$ cat src/rtl/ppct_pkg.sv
// ==========================================================
// shared widths, field positions and reset values
package ppct_pkg;
    // counter, prescaler and dead-zone widths
    localparam int CNT_W = 16;
    localparam int PRE_W = 8;
    localparam int DZ_W = 8;
    localparam int SEL_W = 3;
    localparam int DIV_W = 4;
    localparam int NCH = 4;
    localparam int NPAIR = 2;
    // field positions inside one half of a capture control word
    localparam int CC_INV_BIT = 0;
    localparam int CC_RISE_IE_BIT = 1;
    localparam int CC_FALL_IE_BIT = 2;
    localparam int CC_CAP_EN_BIT = 3;
    // second channel of a control word sits in the upper half
    localparam int CC_HI_OFS = 16;
    // divider select codes are shift counts, largest is divide by 16
    localparam logic [SEL_W-1:0] SEL_DIV16 = 3'h4;
    // reset values
    localparam logic [CNT_W-1:0] CNT_RST = 16'h0000;
    localparam logic [PRE_W-1:0] PRE_RST = 8'h00;
    localparam logic [DZ_W-1:0] DZ_RST = 8'h00;
    localparam logic [DIV_W-1:0] DIV_RST = 4'h0;
    // channel timer states
    typedef enum logic [1:0] {ST_IDLE, ST_RUN, ST_HALT} ppct_state_t;
endpackage

$ cat src/rtl/ppct_channel.sv
`timescale 1ns/1ps
`default_nettype none
// ==========================================================
// one channel timer: double-buffered period and compare,
// 16-bit down-counter, comparator
module ppct_channel #(
    parameter int W = 16
) (
    input wire logic clk, // block clock
    input wire logic rst, // synchronous reset
    input wire logic tick, // divided channel clock enable
    input wire logic run, // channel run enable
    input wire logic auto_reload, // 1 auto-reload, 0 one-shot
    input wire logic period_wr, // period buffer write strobe
    input wire logic compare_wr, // compare buffer write strobe
    input wire logic [W-1:0] wdata, // write data for both buffers
    input wire logic cap_reload, // capture flag raised this cycle
    output logic [W-1:0] count_ff, // live counter value
    output logic zero_ff, // pulse: counter just reached zero
    output logic high // comparator output
);
    logic [W-1:0] per_buf_ff;
    logic [W-1:0] cmp_buf_ff;
    logic [W-1:0] cmp_act_ff;
    ppct_pkg::ppct_state_t state_ff;

    // ==========================================================
    // buffer registers, written at any time
    // RQ5: software writes land in buffers
    always_ff @(posedge clk)
    begin
        if (rst)
        begin
            per_buf_ff <= W'(ppct_pkg::CNT_RST);
            cmp_buf_ff <= W'(ppct_pkg::CNT_RST);
        end
        else
        begin
            if (period_wr)
                per_buf_ff <= wdata;
            if (compare_wr)
                cmp_buf_ff <= wdata;
        end
    end

    // ==========================================================
    // counter; active compare only changes at a period boundary
    always_ff @(posedge clk)
    begin
        if (rst)
        begin
            state_ff <= ppct_pkg::ST_IDLE;
            count_ff <= W'(ppct_pkg::CNT_RST);
            cmp_act_ff <= W'(ppct_pkg::CNT_RST);
            zero_ff <= 1'b0;
        end
        else
        begin
            zero_ff <= 1'b0;
            // RQ21: dropping run stops at once
            if (!run)
                state_ff <= ppct_pkg::ST_IDLE;
            else
                unique case (state_ff)
                    ppct_pkg::ST_IDLE:
                    begin
                        count_ff <= per_buf_ff;
                        cmp_act_ff <= cmp_buf_ff;
                        state_ff <= ppct_pkg::ST_RUN;
                    end
                    ppct_pkg::ST_RUN:
                    begin
                        // RQ16: capture reloads the counter
                        if (cap_reload)
                        begin
                            count_ff <= per_buf_ff;
                            cmp_act_ff <= cmp_buf_ff;
                        end
                        // RQ24: count down on each tick
                        else if (tick && count_ff != '0)
                        begin
                            count_ff <= count_ff - W'(1);
                            // RQ3: zero reached event
                            zero_ff <= (count_ff == W'(1));
                        end
                        // RQ6 RQ11: reload, or halt on zero period
                        else if (tick && auto_reload && per_buf_ff != '0)
                        begin
                            count_ff <= per_buf_ff;
                            cmp_act_ff <= cmp_buf_ff;
                        end
                        // RQ7: one-shot stops after its single cycle
                        else if (tick)
                            state_ff <= ppct_pkg::ST_HALT;
                    end
                    ppct_pkg::ST_HALT:
                        state_ff <= ppct_pkg::ST_HALT;
                endcase
        end
    end

    // RQ8 RQ10: high while counter at or below compare
    assign high = (state_ff == ppct_pkg::ST_RUN) && (count_ff <= cmp_act_ff);
endmodule
`default_nettype wire

$ cat src/rtl/ppct_group.sv
`timescale 1ns/1ps
`default_nettype none
// ==========================================================
// Overview of operation
// RQ1: four channels, independent or as pairs (0,1),(2,3), dead zone per pair
// RQ2: per generator an 8-bit prescaler then divide by 1, 2, 4, 8 or 16
// RQ3: period counter reaching zero sets channel flag; enable gates the interrupt
// RQ4: with pair dead zone on, odd output is complement of even channel
// RQ5: period and compare writes go to buffers, loaded at zero
// RQ6: auto-reload mode reloads from period at zero and keeps counting
// RQ7: one-shot mode stops at zero after exactly one interrupt
// RQ8: output goes high when counter matches compare
// RQ9: frequency is clock/(prescale+1)/divider/(period+1)
// RQ10: compare at or above period gives constant high; else high compare+1
// RQ11: reload-mode one means auto-reload, zero one-shot; zero period halts
// RQ12: a compare write takes effect only from the next cycle
// RQ13: dead zone delays rising edges of the pair by the interval
// RQ14: capture latches counter on rising and falling input edges
// RQ15: capture interrupt enables at bits 1,2 and 17,18 per control word
// RQ16: raising a capture flag reloads that channel's counter from period
// RQ17: pulse widths read as period+1 minus the latch value
// RQ18: PWM and capture share one channel line, merged into one group line
// RQ19: flags clear when software writes one to them
// RQ20: software routes pins: output enable for PWM, capture enable for capture
// RQ21: clearing run enable stops output immediately, even mid-period
// RQ22: software sets all configuration before setting run enable
// RQ23: dead-zone interval is 8 bits in units of the pair's divided clock
// RQ24: counter decrements once per divided clock tick while running
module ppct_group (
    input wire logic CLOCK, // 20 MHz block clock
    input wire logic RST, // synchronous reset, active high
    input wire logic [7:0] PRESCALE_SETTING_01, // prescale, channels 0 and 1
    input wire logic [7:0] PRESCALE_SETTING_23, // prescale, channels 2 and 3
    input wire logic [11:0] CLOCK_SELECT, // 3-bit divider code per channel
    input wire logic [7:0] DEADZONE_INTERVAL_01, // dead time, pair 0/1
    input wire logic [7:0] DEADZONE_INTERVAL_23, // dead time, pair 2/3
    input wire logic [1:0] PAIR_DEADZONE_ENABLE, // complementary pair mode
    input wire logic [3:0] CHANNEL_RUN_ENABLE, // run per channel
    input wire logic [3:0] CHANNEL_RELOAD_MODE, // 1 auto-reload, 0 one-shot
    input wire logic [3:0] PERIOD_WR, // period write strobe per channel
    input wire logic [3:0] COMPARE_WR, // compare write strobe per channel
    input wire logic [15:0] WRITE_DATA, // data for the strobes
    input wire logic [3:0] INTERRUPT_ENABLE_BITS, // period interrupt enable
    input wire logic [3:0] INDICATION_CLEAR, // write-one-clear, period flags
    input wire logic [31:0] CAPTURE_CONTROL_LOW, // capture control, ch 0 and 1
    input wire logic [31:0] CAPTURE_CONTROL_HIGH, // capture control, ch 2 and 3
    input wire logic [3:0] CAPTURE_FLAG_CLEAR, // write-one-clear, capture flags
    input wire logic [3:0] PIN_OUTPUT_ENABLE, // route pin as output
    input wire logic [3:0] CAPTURE_INPUT_ENABLE, // route pin as capture input
    input wire logic [3:0] CAPTURE_PIN, // asynchronous capture inputs
    output logic [3:0] PWM_OUT, // channel pin outputs
    output logic [3:0] PWM_OE, // pin driven while high
    output logic [3:0] INTERRUPT_INDICATION, // sticky period flags
    output logic [3:0] CAPTURE_FLAG, // sticky capture flags
    output logic GROUP_INTERRUPT, // merged group interrupt
    output logic [15:0] COUNTER_READBACK0, // live counter, channel 0
    output logic [15:0] COUNTER_READBACK1, // live counter, channel 1
    output logic [15:0] COUNTER_READBACK2, // live counter, channel 2
    output logic [15:0] COUNTER_READBACK3, // live counter, channel 3
    output logic [15:0] RISING_CAPTURE_LATCH0, // rising latch, channel 0
    output logic [15:0] RISING_CAPTURE_LATCH1, // rising latch, channel 1
    output logic [15:0] RISING_CAPTURE_LATCH2, // rising latch, channel 2
    output logic [15:0] RISING_CAPTURE_LATCH3, // rising latch, channel 3
    output logic [15:0] FALLING_CAPTURE_LATCH0, // falling latch, channel 0
    output logic [15:0] FALLING_CAPTURE_LATCH1, // falling latch, channel 1
    output logic [15:0] FALLING_CAPTURE_LATCH2, // falling latch, channel 2
    output logic [15:0] FALLING_CAPTURE_LATCH3 // falling latch, channel 3
);
    localparam int NCH = ppct_pkg::NCH;
    localparam int NPAIR = ppct_pkg::NPAIR;
    localparam int W = ppct_pkg::CNT_W;

    logic [ppct_pkg::PRE_W-1:0] pre_cnt_ff [NPAIR];
    logic [NPAIR-1:0] pre_tick;
    logic [ppct_pkg::DIV_W-1:0] div_cnt_ff [NCH];
    logic [NCH-1:0] tick;
    logic [W-1:0] cnt [NCH];
    logic [NCH-1:0] zero;
    logic [NCH-1:0] high;
    logic [NCH-1:0] cap_s1_ff;
    logic [NCH-1:0] cap_s2_ff;
    logic [NCH-1:0] cap_prev_ff;
    logic [NCH-1:0] cap_in;
    logic [NCH-1:0] cap_en;
    logic [NCH-1:0] rise;
    logic [NCH-1:0] fall;
    logic [NCH-1:0] cap_set;
    logic [W-1:0] rise_lat_ff [NCH];
    logic [W-1:0] fall_lat_ff [NCH];
    logic [ppct_pkg::DZ_W-1:0] dz_cnt_ff [NPAIR];
    logic [NPAIR-1:0] raw_prev_ff;
    logic [NPAIR-1:0] gap;
    logic [NCH-1:0] nxt_pwm;

    // picks one field bit of a channel out of the two control words
    function automatic logic cc_bit(input int ch, input int pos);
        logic [31:0] word;
        word = (ch < 2) ? CAPTURE_CONTROL_LOW : CAPTURE_CONTROL_HIGH;
        return word[(ch % 2) * ppct_pkg::CC_HI_OFS + pos];
    endfunction

    // all-ones mask of the divider code; codes above divide-by-16 clamp
    function automatic logic [ppct_pkg::DIV_W-1:0] div_mask(
        input logic [ppct_pkg::SEL_W-1:0] sel);
        logic [ppct_pkg::SEL_W-1:0] s;
        s = (sel > ppct_pkg::SEL_DIV16) ? ppct_pkg::SEL_DIV16 : sel;
        return ppct_pkg::DIV_W'((5'h01 << s) - 5'h01);
    endfunction

    // ==========================================================
    // prescalers, one per generator
    // RQ2 RQ9: tick every prescale+1 clocks
    always_ff @(posedge CLOCK)
    begin
        for (int p = 0; p < NPAIR; p++)
        begin
            if (RST || pre_tick[p])
                pre_cnt_ff[p] <= ppct_pkg::PRE_RST;
            else
                pre_cnt_ff[p] <= pre_cnt_ff[p] + 8'h01;
        end
    end

    assign pre_tick[0] = (pre_cnt_ff[0] == PRESCALE_SETTING_01);
    assign pre_tick[1] = (pre_cnt_ff[1] == PRESCALE_SETTING_23);

    // ==========================================================
    // clock dividers, one selector per channel
    // RQ2: divide by 1, 2, 4, 8 or 16
    always_ff @(posedge CLOCK)
    begin
        for (int c = 0; c < NCH; c++)
        begin
            if (RST)
                div_cnt_ff[c] <= ppct_pkg::DIV_RST;
            else if (pre_tick[c / 2])
                div_cnt_ff[c] <= div_cnt_ff[c] + 4'h1;
        end
    end

    // divider tick fires when the selected low bits are all ones
    always_comb
    begin
        for (int c = 0; c < NCH; c++)
        begin
            tick[c] = pre_tick[c / 2]
                && ((div_cnt_ff[c] & div_mask(CLOCK_SELECT[c*3 +: 3]))
                    == div_mask(CLOCK_SELECT[c*3 +: 3]));
        end
    end

    // ==========================================================
    // channel timers
    for (genvar g = 0; g < NCH; g++)
    begin : gen_ch
        ppct_channel #(
            .W(W)
        ) u_ch (
            .clk(CLOCK),
            .rst(RST),
            .tick(tick[g]),
            .run(CHANNEL_RUN_ENABLE[g]),
            .auto_reload(CHANNEL_RELOAD_MODE[g]),
            .period_wr(PERIOD_WR[g]),
            .compare_wr(COMPARE_WR[g]),
            .wdata(WRITE_DATA),
            .cap_reload(cap_set[g]),
            .count_ff(cnt[g]),
            .zero_ff(zero[g]),
            .high(high[g])
        );
    end

    // ==========================================================
    // capture inputs: two flops, then edge detection
    always_ff @(posedge CLOCK)
    begin
        if (RST)
        begin
            cap_s1_ff <= '0;
            cap_s2_ff <= '0;
            cap_prev_ff <= '0;
        end
        else
        begin
            cap_s1_ff <= CAPTURE_PIN;
            cap_s2_ff <= cap_s1_ff;
            cap_prev_ff <= cap_in;
        end
    end

    // optional inversion; toggling it may fake one edge
    // RQ15: interrupt conditions per channel enable bits
    always_comb
    begin
        for (int c = 0; c < NCH; c++)
        begin
            cap_in[c] = cap_s2_ff[c] ^ cc_bit(c, ppct_pkg::CC_INV_BIT);
            cap_en[c] = cc_bit(c, ppct_pkg::CC_CAP_EN_BIT);
            rise[c] = cap_en[c] && cap_in[c] && !cap_prev_ff[c];
            fall[c] = cap_en[c] && !cap_in[c] && cap_prev_ff[c];
            cap_set[c] = (rise[c] && cc_bit(c, ppct_pkg::CC_RISE_IE_BIT))
                || (fall[c] && cc_bit(c, ppct_pkg::CC_FALL_IE_BIT));
        end
    end

    // ==========================================================
    // capture latches; the counter runs down, so pulse width
    // is period+1 minus the latched value
    // RQ14 RQ17: latch live counter on each edge
    always_ff @(posedge CLOCK)
    begin
        for (int c = 0; c < NCH; c++)
        begin
            if (RST)
            begin
                rise_lat_ff[c] <= ppct_pkg::CNT_RST;
                fall_lat_ff[c] <= ppct_pkg::CNT_RST;
            end
            else
            begin
                if (rise[c])
                    rise_lat_ff[c] <= cnt[c];
                if (fall[c])
                    fall_lat_ff[c] <= cnt[c];
            end
        end
    end

    // ==========================================================
    // sticky flags; a set in the clear cycle wins
    // RQ3 RQ19: set on zero, clear on write one
    always_ff @(posedge CLOCK)
    begin
        if (RST)
            INTERRUPT_INDICATION <= '0;
        else
            INTERRUPT_INDICATION <= (INTERRUPT_INDICATION & ~INDICATION_CLEAR) | zero;
    end

    // RQ19: capture flags, same set-over-clear rule
    always_ff @(posedge CLOCK)
    begin
        if (RST)
            CAPTURE_FLAG <= '0;
        else
            CAPTURE_FLAG <= (CAPTURE_FLAG & ~CAPTURE_FLAG_CLEAR) | cap_set;
    end

    // RQ18: per-channel lines merged to one group line
    always_ff @(posedge CLOCK)
    begin
        if (RST)
            GROUP_INTERRUPT <= 1'b0;
        else
            GROUP_INTERRUPT <= |((INTERRUPT_INDICATION & INTERRUPT_ENABLE_BITS)
                | CAPTURE_FLAG);
    end

    // ==========================================================
    // dead zone: any change of the even comparator starts a gap
    // that holds both pair outputs low, so only rising edges move
    // RQ13 RQ23: gap counts interval ticks of the even channel
    always_ff @(posedge CLOCK)
    begin
        for (int p = 0; p < NPAIR; p++)
        begin
            if (RST)
            begin
                dz_cnt_ff[p] <= ppct_pkg::DZ_RST;
                raw_prev_ff[p] <= 1'b0;
            end
            else
            begin
                raw_prev_ff[p] <= high[2*p];
                if (high[2*p] != raw_prev_ff[p])
                    dz_cnt_ff[p] <= (p == 0) ? DEADZONE_INTERVAL_01 : DEADZONE_INTERVAL_23;
                else if (tick[2*p] && dz_cnt_ff[p] != '0)
                    dz_cnt_ff[p] <= dz_cnt_ff[p] - 8'h01;
            end
        end
    end

    // a zero interval gives no gap at all
    assign gap[0] = (DEADZONE_INTERVAL_01 != '0)
        && ((high[0] != raw_prev_ff[0]) || dz_cnt_ff[0] != '0);
    assign gap[1] = (DEADZONE_INTERVAL_23 != '0)
        && ((high[2] != raw_prev_ff[1]) || dz_cnt_ff[1] != '0);

    // ==========================================================
    // output select per channel
    // RQ1 RQ4: pair mode drives odd as complement of even
    always_comb
    begin
        for (int c = 0; c < NCH; c++)
        begin
            if (!PAIR_DEADZONE_ENABLE[c / 2])
                nxt_pwm[c] = high[c];
            else if (c % 2 == 0)
                nxt_pwm[c] = high[c] && !gap[c / 2];
            else
                nxt_pwm[c] = !high[c-1] && CHANNEL_RUN_ENABLE[c-1] && !gap[c / 2];
            // a capture pin never drives
            if (cap_en[c])
                nxt_pwm[c] = 1'b0;
        end
    end

    // RQ21: output flop follows high, so a run clear reaches the pin two clocks later (one for a pair's odd output)
    always_ff @(posedge CLOCK)
    begin
        if (RST)
        begin
            PWM_OUT <= '0;
            PWM_OE <= '0;
        end
        else
        begin
            PWM_OUT <= nxt_pwm;
            PWM_OE <= PIN_OUTPUT_ENABLE & ~CAPTURE_INPUT_ENABLE & ~cap_en;
        end
    end

    // readbacks come straight from the counter and latch flops
    assign COUNTER_READBACK0 = cnt[0];
    assign COUNTER_READBACK1 = cnt[1];
    assign COUNTER_READBACK2 = cnt[2];
    assign COUNTER_READBACK3 = cnt[3];
    assign RISING_CAPTURE_LATCH0 = rise_lat_ff[0];
    assign RISING_CAPTURE_LATCH1 = rise_lat_ff[1];
    assign RISING_CAPTURE_LATCH2 = rise_lat_ff[2];
    assign RISING_CAPTURE_LATCH3 = rise_lat_ff[3];
    assign FALLING_CAPTURE_LATCH0 = fall_lat_ff[0];
    assign FALLING_CAPTURE_LATCH1 = fall_lat_ff[1];
    assign FALLING_CAPTURE_LATCH2 = fall_lat_ff[2];
    assign FALLING_CAPTURE_LATCH3 = fall_lat_ff[3];
endmodule
`default_nettype wire

$ cat config.mk
export PLATFORM = sky130hd
export DESIGN_NAME = ppct_group
export DESIGN_NICKNAME = d
export VERILOG_FILES = /design/src/rtl/ppct_pkg.sv /design/src/rtl/ppct_channel.sv /design/src/rtl/ppct_group.sv
export SDC_FILE = /design/constraint.sdc
export NUM_CORES = 1
export LEC_CHECK = 0
export BUFFER_PORTS_ARGS = -buffer_cell sky130_fd_sc_hd__buf_2
export CAP_MARGIN = 20
export CORE_MARGIN = 2
export CORE_UTILIZATION = 57
export DETAILED_ROUTE_END_ITERATION = 10
export HOLD_SLACK_MARGIN = 0.06
export PLACE_DENSITY = 0.81
export SETUP_SLACK_MARGIN = 0.1
export SLEW_MARGIN = 20
export SYNTH_ARGS = -nofsm -noshare
export SYNTH_HDL_FRONTEND = slang
export SYNTH_SLANG_ARGS = --single-unit
$ cat constraint.sdc
create_clock -name CLOCK -period 3.3 [get_ports CLOCK]
set_input_delay 0.495 -clock CLOCK [delete_from_list [all_inputs] [get_ports CLOCK]]
set_output_delay 0.495 -clock CLOCK [all_outputs]
set_load 0.02 [all_outputs]
==> results.sh <==
export IMPL_clkTransAtPathRegs_ps=60
export IMPL_grt_max_degree=208
export IMPL_crit_slowest_cell="o311ai_1"
export IMPL_first_global_vias=17600
export IMPL_drtAntennaViolNets=0
export IMPL_synth_main_ff_cell="dfxtp_1"
export IMPL_synth_edf_count=160
export IMPL_antenna_found_initial=3
export IMPL_dieArea_um2=40700
export IMPL_grt_pass1_wl_mm=95.4
export IMPL_start_kind="flip-flop"
export IMPL_setup_viol=0
export IMPL_syn_inst=2249
export IMPL_num_nets_final=2825
export IMPL_critical_path_class="flip-flop to flip-flop"
export IMPL_cts_tree="built"
export IMPL_leakage_nw=11.2
export IMPL_ctsResizeCount=0
export IMPL_layout_commonest_cell="buf_2"
export IMPL_vias=18300
export IMPL_p_per_area_nw_per_um2=548
export IMPL_syn_area_per_cell_um2=9.92
export IMPL_synth_top_area_share_pct=28.3
export IMPL_cp_end_kind="flip-flop"
export IMPL_area_growth_pct=17.3
export IMPL_die_height_um=202
export IMPL_initial_core_util_pct=57.7
export IMPL_placed_area_um2=24500
export IMPL_crit_required_ps=3820
export IMPL_instances_no_fill=3125
export IMPL_fp_row_count=72
export IMPL_first_iter_violations=1341
export IMPL_dieWidth_um=202
export IMPL_portBuffers=328
export IMPL_worstPathMaxFanout=9
export IMPL_cpPeakStageDelay_ps=530
export IMPL_finalMaxSlewViolations=0
export IMPL_hold_viol=0
export IMPL_ys_top_cells_by_area="dfxtp_1 (28%), edfxtp_1 (22%), mux2i_1 (11%)"
export IMPL_vdd_drop_max_mv=0.459
export IMPL_dp_cells=3027
export IMPL_ys_warn_count=0
export IMPL_h_tree_depth=2
export IMPL_skew_ps=26.6
export IMPL_fillCellCount=2997
export IMPL_synth_seq_cells=475
export IMPL_grt_ovfl_total=0
export IMPL_core_um2=38600
export IMPL_layout_drive_gt1_share_pct=18.4
export IMPL_arrival_ps=3360
export IMPL_grt_usage_pct=29.4
export IMPL_final_cell_mix="buf_2 (327), dfxtp_1 (315), nor2_1 (304)"
export IMPL_yosys_cell_types_count=80
export IMPL_drt_wl_total_mm=61.4
export IMPL_design_area_um2=26200
export IMPL_firstDrtPassIters=6
export IMPL_clock_sinks=475
export IMPL_synth_async_reset_ratio_pct=0
export IMPL_status="completed"
export IMPL_maxCapViolCount=0
export IMPL_syn_nets=2511
export IMPL_slew_headroom_pct=35.6
export IMPL_hold_path_class="primary input to flip-flop"
export IMPL_period_needed_ps=2840
export IMPL_pin_count=377
export IMPL_seq_area_frac_synth_pct=49.8
export IMPL_power_w=0.0143
export IMPL_detail_route_wl_per_cell_um=19.7
export IMPL_fmax_mhz=353
export IMPL_fin_tns_setup_ps=0
export IMPL_dp_hpwl_mm=43.6
export IMPL_via_per_inst=5.86
export IMPL_drc=0
export IMPL_grt_setup_unrepaired="false"
export IMPL_gp_congestion=0.934
export IMPL_path_cells="inv_1 > ha_1 > nor4b_1 > nand4_1 > nor2_1 > o311ai_1 > nand2_1 > a211o_1 > a21oi_1"
export IMPL_cts_inserted_buffers=48
export IMPL_clock_path_buffers=3
export IMPL_synth_area_um2=22300
export IMPL_root_buffer="clkbuf_16"
export IMPL_period_share_pct=86.0
export IMPL_yosysTopAreaCell="dfxtp_1"
export IMPL_worstMarginPinSlew_ps=942
export IMPL_clk_latency_ps=600
## logic make-up (layout without fill, tap and decap cells)
family,Yosys count,count (layout),share of synthesized area (%)
AO/OA/AOI/OAI,276,276,8.43
XOR/XNOR,54,54,2.12
adder cells (fa/ha/maj),94,94,5.27
buffers and inverters,246,600,4.39
flip-flops,475,475,49.8
multiplexers,247,247,11.1
other,0,4,0
AND/OR/NAND/NOR,857,857,18.9
## cell type report
type,instances,area (um^2),share of cell area [%]
clock buffers,77,1470,5.60
diodes,4,10.0,0.0383
repair buffers,379,2070,7.91
flip-flops and latches,475,11100,42.5
multi-input cells,1528,10200,39.2
clock inverters,13,119,0.454
well taps,518,648,2.48
inverters,131,492,1.88
## Yosys cell counts (23+ instances only)
library cell	count
nand2_1	117
nand4_1	23
a21oi_1	77
and3_1	25
nor3_1	101
o21ai_0	51
nor2_1	304
xor2_1	27
dfxtp_1	315
clkbuf_1	69
edfxtp_1	160
nand3_1	66
inv_1	130
buf_1	28
nor4_1	55
mux2i_1	241
and2_1	64
xnor2_1	27
ha_1	94
## layer usage
layer / routed length (um) / part of all wire [%] / track usage, % / up-vias
met2: 28800 / 47 / 48.2 / 768
met1: 26000 / 42 / 39.2 / 8756
li1: - / - / - / 8673
met3: 4840 / 7.9 / 5.53 / 131
met5: 0 / 0 / 0 / -
met4: 1760 / 2.9 / 9.95 / 0
## power by group
| part | total [W] | switching [W] | leakage (nW) | internal [W] |
|---|---|---|---|---|
| Sequential | 0.00665 | 0.000273 | 4.26 | 0.00638 |
| Clock | 0.00546 | 0.00226 | 0.785 | 0.00320 |
| Combinational | 0.00222 | 0.00139 | 6.20 | 0.000831 |
## flip-flops by register name, indices dropped and copies added (netlist names), 8 cells and up
signal                  cells
dz_cnt_ff                  16
gen_ch.u_ch.cmp_act_ff     64
rise_lat_ff                64
gen_ch.u_ch.per_buf_ff     64
gen_ch.u_ch.state_ff        8
gen_ch.u_ch.count_ff       64
gen_ch.u_ch.cmp_buf_ff     64
pre_cnt_ff                 16
fall_lat_ff                64
div_cnt_ff                 16
## critical path: cells and delay by family, from the launching register on
| family | cells | cell delay (ps) |
|---|---|---|
| flip-flops | 1 | 400 |
| AND/OR/NAND/NOR | 4 | 960 |
| adder cells (fa/ha/maj) | 1 | 210 |
| buffers and inverters | 1 | 160 |
| AO/OA/AOI/OAI | 3 | 1030 |
## what timing repair did
action,in CTS,in global routing
setup buffers,0,0
hold buffers,4,0
hold endpoints to repair,4,0
endpoints found under the setup margin,0,0
## final timing paths
check	start	endpoint	slack, ps	depth (start not counted)
worst min register to register	cap_s1_ff[2]	cap_s2_ff[2]	450	1
worst min-delay path	CAPTURE_PIN[3]	cap_s1_ff[3]	110	2
worst max-delay path	gen_ch[2].u_ch.count_ff[1]	gen_ch[2].u_ch.count_ff[1]	460	9
worst max register to register	gen_ch[2].u_ch.count_ff[1]	gen_ch[2].u_ch.count_ff[1]	460	9
## through the flow
step,util [%],setup slack [ps],hold slack (ps)
after CTS,67.7,485,93.9
after detailed placement,63.5,298,439
after floorplan,-,354,413
after global routing,67.7,266,104
after global placement,63.4,378,424
final,67.7,463,108
Power figures use the tool's default switching activity.
